===== src/logic/vit_defines.svh =====
// Offsets, field positions, reset values and timing figures of the interrupt controller.
`ifndef VIT_DEFINES_SVH
`define VIT_DEFINES_SVH

// Register byte offsets on the APB.
`define VIT_ADDR_EN 12'h000
`define VIT_ADDR_PEND 12'h004
`define VIT_ADDR_TIMER 12'h008
`define VIT_ADDR_GMASK 12'h00C
`define VIT_ADDR_GPOL 12'h010
`define VIT_ADDR_PSP 12'h014
`define VIT_ADDR_STAT 12'h018

// Field positions.
`define VIT_EN_GIE_BIT 8
`define VIT_SRC_BUSRST 0
`define VIT_SRC_FAST 1
`define VIT_SRC_SLOW 2
`define VIT_SRC_EP0 3
`define VIT_SRC_EP1 4
`define VIT_SRC_WAKE 5
`define VIT_SRC_GPIO 6

// Reset values.
`define VIT_RST_EN 7'h00
`define VIT_RST_GIE 1'b0
`define VIT_RST_GMASK 10'h000
`define VIT_RST_GPOL 10'h000
`define VIT_RST_PSP 8'h00

// Timing: clock period and timer tick in ns, tap periods in microseconds.
`define VIT_CLK_NS 10
`define VIT_TICK_NS 1000
`define VIT_FAST_US 128
`define VIT_SLOW_US 1024

`endif


===== src/logic/vit_pkg.sv =====
// Types shared by the interrupt controller modules.
package vit_pkg;
  localparam int VIT_NSRC = 7;
  typedef logic [VIT_NSRC-1:0] vit_src_t;
  typedef logic [2:0] vit_vec_t;
  typedef enum {VIT_IDLE, VIT_PUSH_LO, VIT_PUSH_HI} vit_state_e;
endpackage


===== src/logic/vit_top.sv =====
// Vectored interrupt controller with timer taps, GPIO edges, stack push and APB registers.
// Behaviour
// [RULE1] Seven sources, each maskable: bus reset, two taps, two endpoints, wake, GPIO.
// [RULE2] A 12-bit counter steps once per microsecond and wraps freely.
// [RULE3] Taps request every 128 us and 1.024 ms, only while enabled.
// [RULE4] Firmware reads the counter at any time without disturbing it.
// [RULE5] Endpoint requests rise only after a transaction completes on the bus.
// [RULE6] A per-pin mask over ten GPIO inputs gates the shared GPIO request.
// [RULE7] Each GPIO pin selects rising or falling edge as its trigger.
// [RULE8] Acknowledge disables interrupts and pushes PC and flags as two bytes.
// [RULE9] Requests stay pending until taken; fixed priority picks the vector.
//
// The APB interface to the registers and the register addresses were left to the implementer.
`include "vit_defines.svh"

module vit_top
  import vit_pkg::*;
#(
  parameter int ADDR_W = 12,
  parameter int GPIO_N = 10,
  parameter int CNT_W = 12
)
(
  input wire logic core_clk, // System clock, 100 MHz.
  input wire logic nrst, // Asynchronous reset, active low.
  input wire logic ce, // Clock enable, freezes all state when low.
  input wire logic [ADDR_W-1:0] paddr, // APB address.
  input wire logic psel, // APB select.
  input wire logic penable, // APB access phase.
  input wire logic pwrite, // APB direction, high for write.
  input wire logic [31:0] pwdata, // APB write data.
  output logic [31:0] prdata, // APB read data.
  output logic pready, // APB ready.
  output logic pslverr, // APB error for unmapped address.
  input wire logic usb_bus_reset, // Pulse: USB bus reset seen.
  input wire logic ep0_done, // Pulse: endpoint 0 transaction completed.
  input wire logic ep1_done, // Pulse: endpoint 1 transaction completed.
  input wire logic wake_evt, // Pulse: wake-up timer expired.
  input wire logic [GPIO_N-1:0] gpio_in, // GPIO pin levels.
  input wire logic irq_ack, // Core takes the offered vector.
  input wire logic reti, // Core executes return from interrupt.
  input wire logic [13:0] ret_pc, // Return program counter at acknowledge.
  input wire logic [1:0] ret_flags, // Carry and zero flags at acknowledge.
  output logic irq_req, // Interrupt request to the core.
  output vit_vec_t irq_vec, // Vector number of the request.
  output logic gie, // Global interrupt enable.
  output logic stk_we, // Stack byte write strobe.
  output logic [7:0] stk_addr, // Stack byte address.
  output logic [7:0] stk_wdata, // Stack byte data.
  output logic [7:0] psp // Program stack pointer.
);
  localparam int TICK_CYC = `VIT_TICK_NS / `VIT_CLK_NS;

  vit_state_e state;
  vit_state_e next_state;
  vit_src_t en;
  vit_src_t pend;
  vit_src_t next_pend;
  vit_src_t src_evt;
  vit_src_t act;
  vit_src_t clr;
  vit_vec_t top_idx;
  logic [GPIO_N-1:0] gmask;
  logic [GPIO_N-1:0] gpol;
  logic [CNT_W-1:0] count;
  logic [7:0] hi_hold;
  logic [7:0] next_psp;
  logic [31:0] rd_val;
  logic tap_fast;
  logic tap_slow;
  logic gpio_evt;
  logic take;
  logic reti_take;
  logic push_step;
  logic next_gie;
  logic acc;
  logic wr_en;
  logic rd_hit;
  logic hit_en;
  logic hit_pend;
  logic hit_timer;
  logic hit_gmask;
  logic hit_gpol;
  logic hit_psp;
  logic hit_stat;

  // Timer and GPIO edge logic.
  vit_timer #(.CNT_W(CNT_W), .TICK_CYC(TICK_CYC), .FAST_US(`VIT_FAST_US),
    .SLOW_US(`VIT_SLOW_US)) vit_timer_i (
    .core_clk(core_clk),
    .nrst(nrst),
    .ce(ce),
    .count(count),
    .tap_fast(tap_fast),
    .tap_slow(tap_slow)
  );

  vit_gpio_irq #(.GPIO_N(GPIO_N)) vit_gpio_irq_i (
    .core_clk(core_clk),
    .nrst(nrst),
    .ce(ce),
    .gpio_in(gpio_in),
    .mask(gmask),
    .pol(gpol),
    .evt(gpio_evt)
  );

  // Source events in priority order, bit zero highest.
  assign src_evt[`VIT_SRC_BUSRST] = usb_bus_reset; // [RULE1]
  assign src_evt[`VIT_SRC_FAST] = tap_fast; // [RULE3]
  assign src_evt[`VIT_SRC_SLOW] = tap_slow; // [RULE3]
  assign src_evt[`VIT_SRC_EP0] = ep0_done; // [RULE5]
  assign src_evt[`VIT_SRC_EP1] = ep1_done; // [RULE5]
  assign src_evt[`VIT_SRC_WAKE] = wake_evt; // [RULE1]
  assign src_evt[`VIT_SRC_GPIO] = gpio_evt; // [RULE6]

  // Pending latch: a new event wins over the clear of the same cycle.
  assign act = pend & en; // [RULE1]
  assign clr = take ? vit_src_t'(7'h01 << irq_vec) : '0; // [RULE9]
  assign next_pend = (pend & ~clr) | (src_evt & en); // [RULE9] [RULE3]

  // Lowest numbered active source wins.
  always_comb
  begin
    top_idx = '0;
    for (int i = VIT_NSRC - 1; i >= 0; i--)
    begin
      if (act[i])
      begin
        top_idx = vit_vec_t'(i); // [RULE9]
      end
    end
  end

  // Acknowledge, return and stack push steps.
  assign take = ce && irq_ack && irq_req && (state == VIT_IDLE); // [RULE8]
  assign reti_take = ce && reti && (state == VIT_IDLE) && !take; // [RULE8]
  assign push_step = take || (ce && (state == VIT_PUSH_LO)); // [RULE8]

  // APB decode; one wait state before pready.
  assign acc = psel && penable && !pready;
  assign wr_en = ce && psel && penable && pready && pwrite && !pslverr;
  assign hit_en = (paddr == `VIT_ADDR_EN);
  assign hit_pend = (paddr == `VIT_ADDR_PEND);
  assign hit_timer = (paddr == `VIT_ADDR_TIMER);
  assign hit_gmask = (paddr == `VIT_ADDR_GMASK);
  assign hit_gpol = (paddr == `VIT_ADDR_GPOL);
  assign hit_psp = (paddr == `VIT_ADDR_PSP);
  assign hit_stat = (paddr == `VIT_ADDR_STAT);
  assign rd_hit = hit_en || hit_pend || hit_timer || hit_gmask || hit_gpol || hit_psp
    || hit_stat;

  // Read data selection.
  assign rd_val = hit_en ? {23'h000000, gie, 1'b0, en}
    : hit_pend ? {25'h0000000, pend}
    : hit_timer ? {{(32 - CNT_W){1'b0}}, count} // [RULE4]
    : hit_gmask ? {{(32 - GPIO_N){1'b0}}, gmask}
    : hit_gpol ? {{(32 - GPIO_N){1'b0}}, gpol}
    : hit_psp ? {24'h000000, psp}
    : hit_stat ? {26'h0000000, state != VIT_IDLE, irq_req, 1'b0, irq_vec}
    : 32'h00000000;

  // Global enable: acknowledge clears, return or software sets.
  assign next_gie = take ? 1'b0 // [RULE8]
    : reti_take ? 1'b1 // [RULE8]
    : (wr_en && hit_en) ? pwdata[`VIT_EN_GIE_BIT]
    : gie;

  // Stack pointer: push steps up, return drops two, software may load it.
  assign next_psp = push_step ? 8'(psp + 8'h01) // [RULE8]
    : reti_take ? 8'(psp - 8'h02) // [RULE8]
    : (wr_en && hit_psp) ? pwdata[7:0]
    : psp;

  // Push sequencer.
  always_comb
  begin
    next_state = state;
    case (state)
      VIT_IDLE: if (take) next_state = VIT_PUSH_LO;
      VIT_PUSH_LO: next_state = VIT_PUSH_HI;
      VIT_PUSH_HI: next_state = VIT_IDLE;
      default: next_state = VIT_IDLE;
    endcase
  end

  // Control state and pending flags.
  always_ff @(posedge core_clk or negedge nrst)
  begin
    if (!nrst)
    begin
      state <= VIT_IDLE;
      pend <= '0;
      gie <= `VIT_RST_GIE;
      psp <= `VIT_RST_PSP;
      hi_hold <= 8'h00;
      irq_req <= 1'b0;
      irq_vec <= '0;
    end
    else if (ce)
    begin
      state <= next_state;
      pend <= next_pend;
      gie <= next_gie;
      psp <= next_psp;
      hi_hold <= take ? {ret_flags, ret_pc[13:8]} : hi_hold;
      irq_req <= gie && (|act) && !take; // [RULE9]
      irq_vec <= top_idx; // [RULE9]
    end
  end

  // Stack write port: low PC byte first, then flags with upper PC bits.
  always_ff @(posedge core_clk or negedge nrst)
  begin
    if (!nrst)
    begin
      stk_we <= 1'b0;
      stk_addr <= 8'h00;
      stk_wdata <= 8'h00;
    end
    else if (ce)
    begin
      stk_we <= push_step; // [RULE8]
      stk_addr <= psp;
      stk_wdata <= take ? ret_pc[7:0] : hi_hold; // [RULE8]
    end
  end

  // Software registers.
  always_ff @(posedge core_clk or negedge nrst)
  begin
    if (!nrst)
    begin
      en <= `VIT_RST_EN;
      gmask <= `VIT_RST_GMASK;
      gpol <= `VIT_RST_GPOL;
    end
    else if (wr_en)
    begin
      en <= hit_en ? pwdata[VIT_NSRC-1:0] : en; // [RULE1]
      gmask <= hit_gmask ? pwdata[GPIO_N-1:0] : gmask; // [RULE6]
      gpol <= hit_gpol ? pwdata[GPIO_N-1:0] : gpol; // [RULE7]
    end
  end

  // APB answer, registered.
  always_ff @(posedge core_clk or negedge nrst)
  begin
    if (!nrst)
    begin
      pready <= 1'b0;
      pslverr <= 1'b0;
      prdata <= 32'h00000000;
    end
    else if (ce)
    begin
      pready <= acc;
      pslverr <= acc && !rd_hit;
      prdata <= (acc && !pwrite) ? rd_val : 32'h00000000;
    end
  end
endmodule


===== src/logic/vit_timer.sv =====
// Free-running microsecond counter with two periodic taps.
module vit_timer
  import vit_pkg::*;
#(
  parameter int CNT_W = 12,
  parameter int TICK_CYC = 100,
  parameter int FAST_US = 128,
  parameter int SLOW_US = 1024
)
(
  input wire logic core_clk, // System clock.
  input wire logic nrst, // Asynchronous reset, active low.
  input wire logic ce, // Clock enable, freezes all state when low.
  output logic [CNT_W-1:0] count, // Current count, one step per microsecond.
  output logic tap_fast, // One-cycle pulse every FAST_US microseconds.
  output logic tap_slow // One-cycle pulse every SLOW_US microseconds.
);
  localparam int PW = $clog2(TICK_CYC);
  localparam int FB = $clog2(FAST_US);
  localparam int SB = $clog2(SLOW_US);

  logic [PW-1:0] presc;
  logic tick;

  // The prescaler turns the system clock into a one-microsecond tick.
  assign tick = ce && (presc == PW'(TICK_CYC - 1));

  // Counter wraps by itself; taps fire as the low bits roll over.
  always_ff @(posedge core_clk or negedge nrst)
  begin
    if (!nrst)
    begin
      presc <= '0;
      count <= '0;
      tap_fast <= 1'b0;
      tap_slow <= 1'b0;
    end
    else if (ce)
    begin
      presc <= tick ? '0 : PW'(presc + 1'b1);
      count <= tick ? CNT_W'(count + 1'b1) : count; // [RULE2]
      tap_fast <= tick && (&count[FB-1:0]); // [RULE3]
      tap_slow <= tick && (&count[SB-1:0]); // [RULE3]
    end
  end
endmodule


===== src/logic/vit_gpio_irq.sv =====
// Per-pin masked edge detector that forms the shared GPIO interrupt event.
module vit_gpio_irq
  import vit_pkg::*;
#(
  parameter int GPIO_N = 10
)
(
  input wire logic core_clk, // System clock.
  input wire logic nrst, // Asynchronous reset, active low.
  input wire logic ce, // Clock enable, freezes all state when low.
  input wire logic [GPIO_N-1:0] gpio_in, // Pin levels, synchronous to the clock.
  input wire logic [GPIO_N-1:0] mask, // One enables a pin.
  input wire logic [GPIO_N-1:0] pol, // One selects rising, zero falling edge.
  output logic evt // One-cycle pulse when an enabled pin sees its edge.
);
  logic [GPIO_N-1:0] prev;
  logic [GPIO_N-1:0] hit;

  // Each pin compares with its last level in the chosen direction.
  for (genvar i = 0; i < GPIO_N; i++)
  begin : g_pin
    assign hit[i] = mask[i] && (pol[i] ? (gpio_in[i] && !prev[i]) // [RULE6] [RULE7]
                                       : (!gpio_in[i] && prev[i])); // [RULE7]
  end

  // Last levels and the combined event.
  always_ff @(posedge core_clk or negedge nrst)
  begin
    if (!nrst)
    begin
      prev <= '0;
      evt <= 1'b0;
    end
    else if (ce)
    begin
      prev <= gpio_in;
      evt <= |hit; // [RULE6]
    end
  end
endmodule


===== config.mk =====
export PLATFORM = sky130hd
export DESIGN_NAME = vit_top
export DESIGN_NICKNAME = d
export VERILOG_FILES = /design/src/logic/vit_pkg.sv /design/src/logic/vit_top.sv /design/src/logic/vit_timer.sv /design/src/logic/vit_gpio_irq.sv
export VERILOG_INCLUDE_DIRS = /design/src /design/src/logic
export SDC_FILE = /design/constraint.sdc
export NUM_CORES = 1
export LEC_CHECK = 0
export ABC_AREA = 1
export BUFFER_PORTS_ARGS = -buffer_cell sky130_fd_sc_hd__buf_2
export CELL_PAD_IN_SITES_DETAIL_PLACEMENT = 1
export CELL_PAD_IN_SITES_GLOBAL_PLACEMENT = 1
export CORE_MARGIN = 2
export CORE_UTILIZATION = 36
export DETAILED_ROUTE_END_ITERATION = 10
export GPL_TIMING_DRIVEN = 0
export PLACE_DENSITY_LB_ADDON = 0.1
export SETUP_SLACK_MARGIN = 0.2
export SLEW_MARGIN = 10
export SYNTH_ARGS = -nofsm -noshare
export SYNTH_HDL_FRONTEND = slang
export SYNTH_SLANG_ARGS = --single-unit

===== constraint.sdc =====
create_clock -name core_clk -period 1.5 [get_ports core_clk]
set_input_delay 0.225 -clock core_clk [delete_from_list [all_inputs] [get_ports core_clk]]
set_output_delay 0.225 -clock core_clk [all_outputs]
set_load 0.005 [all_outputs]

# ---- Word level (Yosys, flattened, before mapping)
# Index checks and enable logic that the tools add are counted.
dict set report classes {
  addsub 4
  n_mul 0
  n_div 0
  magnitude_cmp 0
  eq_ne 10
  shift 1
  muxes 36
  n_bitwise 5
  n_reduce_logical 103
}
# operator n
set ops {}
lappend ops {{logical NOT 32 bit} 2}
lappend ops {{one-hot mux 32 bit (2 select lines)} 1}
lappend ops {{logical AND 1 bit} 53}
lappend ops {{two-way mux 12 bit} 4}
lappend ops {{two-way mux 8 bit} 5}
lappend ops {{equality test 12 x 5 -> 1 bit (second input constant)} 3}
lappend ops {{equality test 32 x 1 -> 1 bit (second input constant)} 1}
lappend ops {{equality test 32 x 2 -> 1 bit (second input constant)} 1}
lappend ops {{two-way mux 32 bit} 1}
lappend ops {{nonzero test 32 bit} 1}
lappend ops {{logical NOT 1 bit} 25}
lappend ops {{equality test 12 x 4 -> 1 bit (second input constant)} 2}
lappend ops {{bitwise AND 7 bit} 3}
lappend ops {{two-way mux 3 bit} 7}
lappend ops {{two-way mux 10 bit} 2}
lappend ops {{AND reduction 2 bit} 8}
lappend ops {{two-way mux 7 bit} 2}
lappend ops {{two-way mux 1 bit} 13}
lappend ops {{adder 12 x 1 -> 12 bit (second input constant)} 1}
lappend ops {{equality test 12 x 3 -> 1 bit (second input constant)} 1}
lappend ops {{logical NOT 12 bit} 1}
lappend ops {{AND reduction 10 bit} 1}
lappend ops {{OR reduction 10 bit} 1}
lappend ops {{adder 8 x 1 -> 8 bit (second input constant)} 1}
lappend ops {{other kinds (12)} 19}
dict set report word_totals {
  ff_bits 170
  latch_bits 0
  ramBits 0
  romBits 0
  inputBits 82
  memories 0
}

# ---- Logic depth before layout (Yosys ltp)
dict set report depth {
  word_depth 9
  ltp_mapped 13
  mapped_depth_nobuf 12
}

# ---- By module
# Synthesis repeated with hierarchy kept, for this count alone.
dict set report unflattened {
  cells_unflattened 859
  area_unflattened_um2 6603.8
}
# module instances cells_each area_each_um2
set modules_own_cells {}
lappend modules_own_cells {vit_top 1 625 4844.6}
lappend modules_own_cells {vit_timer 1 129 1074.8}
lappend modules_own_cells {vit_gpio_irq 1 105 684.4}

# ---- Least setup slack after synthesis
# OpenSTA, ideal clock, no wires.
dict set report synth_path {
  path_kind {register to register}
  start {reg vit_timer_i.presc[1]}
  end {reg vit_timer_i.count[11]}
  arrival_time_ns 1.387
  path_slack_ns -0.011
  path_stages_with_launch 8
  period_less_slack_ns 1.511
  cell_sequence {dfrtp_1 > ha_1 > nand3_2 > nor2_4 > nand3b_1 > nor2_2 > nand4_1 > xor2_1}
}
dict set report synth_between {
  elab_chain_len 3
}
# item line
set synth_lines {}
lappend synth_lines {{start: declaration} vit_timer.sv:22} ;# logic [PW-1:0] presc;
lappend synth_lines {{start signal: assignment} vit_timer.sv:40} ;# presc <= tick ? '0 : PW'(presc + 1'b1);
lappend synth_lines {{equality test 7 bit} vit_timer.sv:26} ;# assign tick = ce && (presc == PW'(TICK_CYC - 1));
lappend synth_lines {{logical AND 1 bit} vit_timer.sv:26}
lappend synth_lines {{AND reduction 2 bit (no line)} --}
lappend synth_lines {{end signal: assignment} vit_timer.sv:41} ;# count <= tick ? CNT_W'(count + 1'b1) : count;
lappend synth_lines {{end: declaration} vit_timer.sv:14} ;# output logic [CNT_W-1:0] count,
# Every way passes these cells.
# A chain may end at the register's enable or synchronous reset.

# ---- Final worst setup path
dict set report layout_path {
  start {reg state[1]}
  end {reg psp[3]}
}
dict set report layout_between {
  elab_chain_len 6
}
# item line
set layout_lines {}
lappend layout_lines {{start: declaration} vit_top.sv:54} ;# vit_state_e state;
lappend layout_lines {{start signal: assignment} vit_top.sv:202} ;# state <= next_state;
lappend layout_lines {{logical NOT 32 bit} {vit_top.sv:136, vit_top.sv:137}}
lappend layout_lines {{logical AND 1 bit} vit_top.sv:136} ;# assign take = ce && irq_ack && irq_req && (state == VIT_IDLE);
lappend layout_lines {{logical NOT 1 bit} vit_top.sv:137} ;# assign reti_take = ce && reti && (state == VIT_IDLE) && !take;
lappend layout_lines {{logical AND 1 bit} vit_top.sv:137}
lappend layout_lines {{nonzero test 3 bit (no line) / two-way mux 8 bit (equally long branches)} --}
lappend layout_lines {{AND reduction 2 bit (no line) / two-way mux 8 bit (equally long branches)} --}
lappend layout_lines {{end signal: assignment} vit_top.sv:195} ;# psp <= `VIT_RST_PSP;
lappend layout_lines {{end signal: assignment} vit_top.sv:205} ;# psp <= next_psp;
lappend layout_lines {{end: declaration} vit_top.sv:50} ;# output logic [7:0] psp
# Several ways; a longest one is shown, not always the timed one.

==> out/qor.txt <==
Critical Path RT: 1.80 ns
worst-margin pin slew: 0.806 ns
Root Buffer: clkbuf_16
Pre-antenna DRT Iters: 5
CTS Buffer Depth: 2
Max stage delay on crit path: 0.41 ns
worst-path fanout max: 7
Syn-to-layout area delta: 48.2%
Yosys cell types: 47
CP cell instances: nor2_4 -> buf_4 -> nand3_2 -> nor2_4 -> buf_12 -> nor2_8 -> buf_4 -> a21oi_4 -> a31oi_4
share of cells above drive strength 1: 0.410
reg2reg path depth: 9
period utilization: 1.11
endpoints failing hold: 0
largest net degree at the start of global routing: 67
Reg clk slew, reported paths: 0.06 ns
die width: 137 microns
max_slew headroom: 0.462
Post-DRT Antenna Nets: 0
Placer Congestion: 0.854
IO Pins: 146
Worst setup startpoint: state[1]$_DFFE_PN0P_
RR Endpoint: psp[3]$_DFFE_PN0P_
commonest non-fill, non-tap cell in the layout: nand2_1
FF+latch count, synth: 120
hold path start: ret_pc[9]
Post-DP Area: 7390 sq um
grt ovf: 0
FF-to-FF setup slack: -0.16 ns
n_diodes: 0
I/O Buffers: 102
die area: 18900 sq um
Power Density: 1020 nW/um^2
Yosys Warn Count: 0
vias in the first global route: 6658
antenna violations before repair: 0
synthesized area: 6400 sq um
Core Area: 17400 sq um
Worst IR Drop VDD: 0.788 mV
Worst path slowest cell: dfrtp_1
CTS sink count: 120
max-cap violations: 0
detailed placement HPWL: 16300 microns
crit end category: flip-flop
CTS tree: yes
DR iter-0 viols: 352
Post-Layout Cell Count: 1282
Worst-Skew Late Latency: 0.43 ns
failing checks: setup timing
Finished Cell Area: 9490 sq um
register area share after synthesis: 0.469
Cells after Synth: 823
Detailed Route WL: 24500 microns
class of the worst hold path: in2reg
Worst setup SP type: flip-flop
Tot Pwr: 9.64 mW
row cnt: 48
f_max: 601 MHz
most frequent cells in the layout: 182 x nand2_1, 109 x dfrtp_1, 102 x buf_2
unrepaired setup endpoints after global routing: true
status: finished, violations left
kind of critical path: reg2reg
Final WS setup: -0.163 ns
vias: 6610
placed insts: 1170
vias per cell: 5.16
starting density of the core: 0.369
max-slew violations: 0
Die Span Y: 137 microns
Final Skew: 0.00757 ns
post-synthesis area per instance: 7.78 sq um
Hold Crit Depth: 3
leakage power: 4.79 nW
total track usage: 0.260
first-pass GRT wire length: 36600 microns
post-route minimum period: 1.66 ns
# DRC: 0
H-tree levels: 4
number of nets in the layout: 1131
setup violators final: 39
CP arrival: 1.97 ns
Critical Path Sink: psp[3]$_DFFE_PN0P_
fillers: 2078
CTS Buf Count: 17
RR Startpoint: state[1]$_DFFE_PN0P_
WL per Instance: 19.1 microns
registers in the layout, summed over array words and instances (netlist names):
name	count
en	7
gie	1
gmask	10
gpol	10
hi_hold	8
irq_req	1
irq_vec	3
pend	7
prdata	12
pready	1
pslverr	1
psp	8
state	2
stk_addr	8
stk_wdata	8
stk_we	1
vit_gpio_irq_i.evt	1
vit_gpio_irq_i.prev	10
vit_timer_i.count	12
vit_timer_i.presc	7
vit_timer_i.tap_fast	1
vit_timer_i.tap_slow	1
Yosys cell counts, drive strengths merged:
cell,number,share of area
nand3b,2,0.0023
a22o,1,0.0014
conb,1,0.00059
o22ai,2,0.0020
a22oi,1,0.0012
a31oi,11,0.015
nor4,3,0.0053
a21oi,13,0.010
buf,32,0.035
nand2,239,0.14
dfrtp,120,0.47
o2111ai,1,0.0014
ha,5,0.0098
o211ai,2,0.0023
o21ai,92,0.072
nand3,69,0.056
o221ai,1,0.0014
inv,92,0.054
a21boi,4,0.0047
xnor2,2,0.0027
nor2,72,0.052
o32ai,1,0.0014
or2,7,0.0068
a21o,1,0.0012
a41oi,2,0.0039
o31ai,2,0.0023
nor3,9,0.0078
a211oi,1,0.0012
clkbuf,12,0.0070
xor2,11,0.015
nand4,12,0.012
worst min path at each step:
stage / to / slack [ns]
after CTS: hi_hold[1]$_DFFE_PN0P_ / 0.00006
after global routing: hi_hold[1]$_DFFE_PN0P_ / 0.02
after floorplan: en[0]$_DFFE_PN0N_ / -0.07
after detailed placement: stk_addr[5]$_DFFE_PN0P_ / 0.22
final: hi_hold[1]$_DFFE_PN0P_ / 0.003
after global placement: hi_hold[1]$_DFFE_PN0P_ / 0.43
layout make-up:
cell class,count,area [sq um],share of cell area
clock inverter,12,173,0.0182
timing repair buffer,183,1350,0.142
multi-input combinational,586,3480,0.367
sequential,120,3020,0.318
clock buffer,20,467,0.0492
inverter,92,350,0.0369
tap,225,282,0.0297
buffer,44,363,0.0382
stage by stage:
stage               hold slack (ns)  utilization  TNS, ns  worst slack, ns
finish                      0.00278        0.547    -2.44           -0.163
detailed placement            0.225        0.426   -24.23           -0.610
floorplan                   -0.0706            -        0           0.0136
global route                 0.0177        0.547    -6.66           -0.253
CTS                       0.0000618        0.516    -1.52           -0.157
global placement              0.425        0.424  -200.38            -1.70
layer usage:
metal | GRT usage | up-vias | part of all wire
met5 | 0 | - | 0
met4 | 0.0859 | 0 | 0.023
met3 | 0.0486 | 37 | 0.049
met2 | 0.419 | 171 | 0.49
met1 | 0.352 | 3316 | 0.44
li1 | - | 3086 | -
where the power goes:
part / switching [mW] / internal, mW
Combinational: 0.808 / 0.626
Clock: 1.59 / 2.90
Sequential: 0.245 / 3.46
Total: 2.65 / 6.99
logic make-up after synthesis:
group / share of synthesized area
other: 0.000586
buffers and inverters: 0.0962
xor gates and xnor gates: 0.0178
DFF: 0.469
adders and majority gates: 0.00978
and+or+nand+nor: 0.285
AOI/OAI and AO/OA: 0.122
worst max-delay path, delay by kind of cell (launching register included):
| family | cells | cell delay [ns] |
|---|---|---|
| AND/OR/NAND/NOR | 4 | 0.44 |
| buffers and inverters | 3 | 0.42 |
| flip-flops | 1 | 0.41 |
| AO/OA/AOI/OAI | 2 | 0.26 |
repair_timing:
item                                    CTS  global route
hold endpoints to repair                 57             0
pin swaps                                40            42
resized for setup                       150           107
cloned                                    5             0
endpoints found under the setup margin  102           116
buffers inserted                         48            23
hold buffers                              4             0
Power figures use the tool's default switching activity.
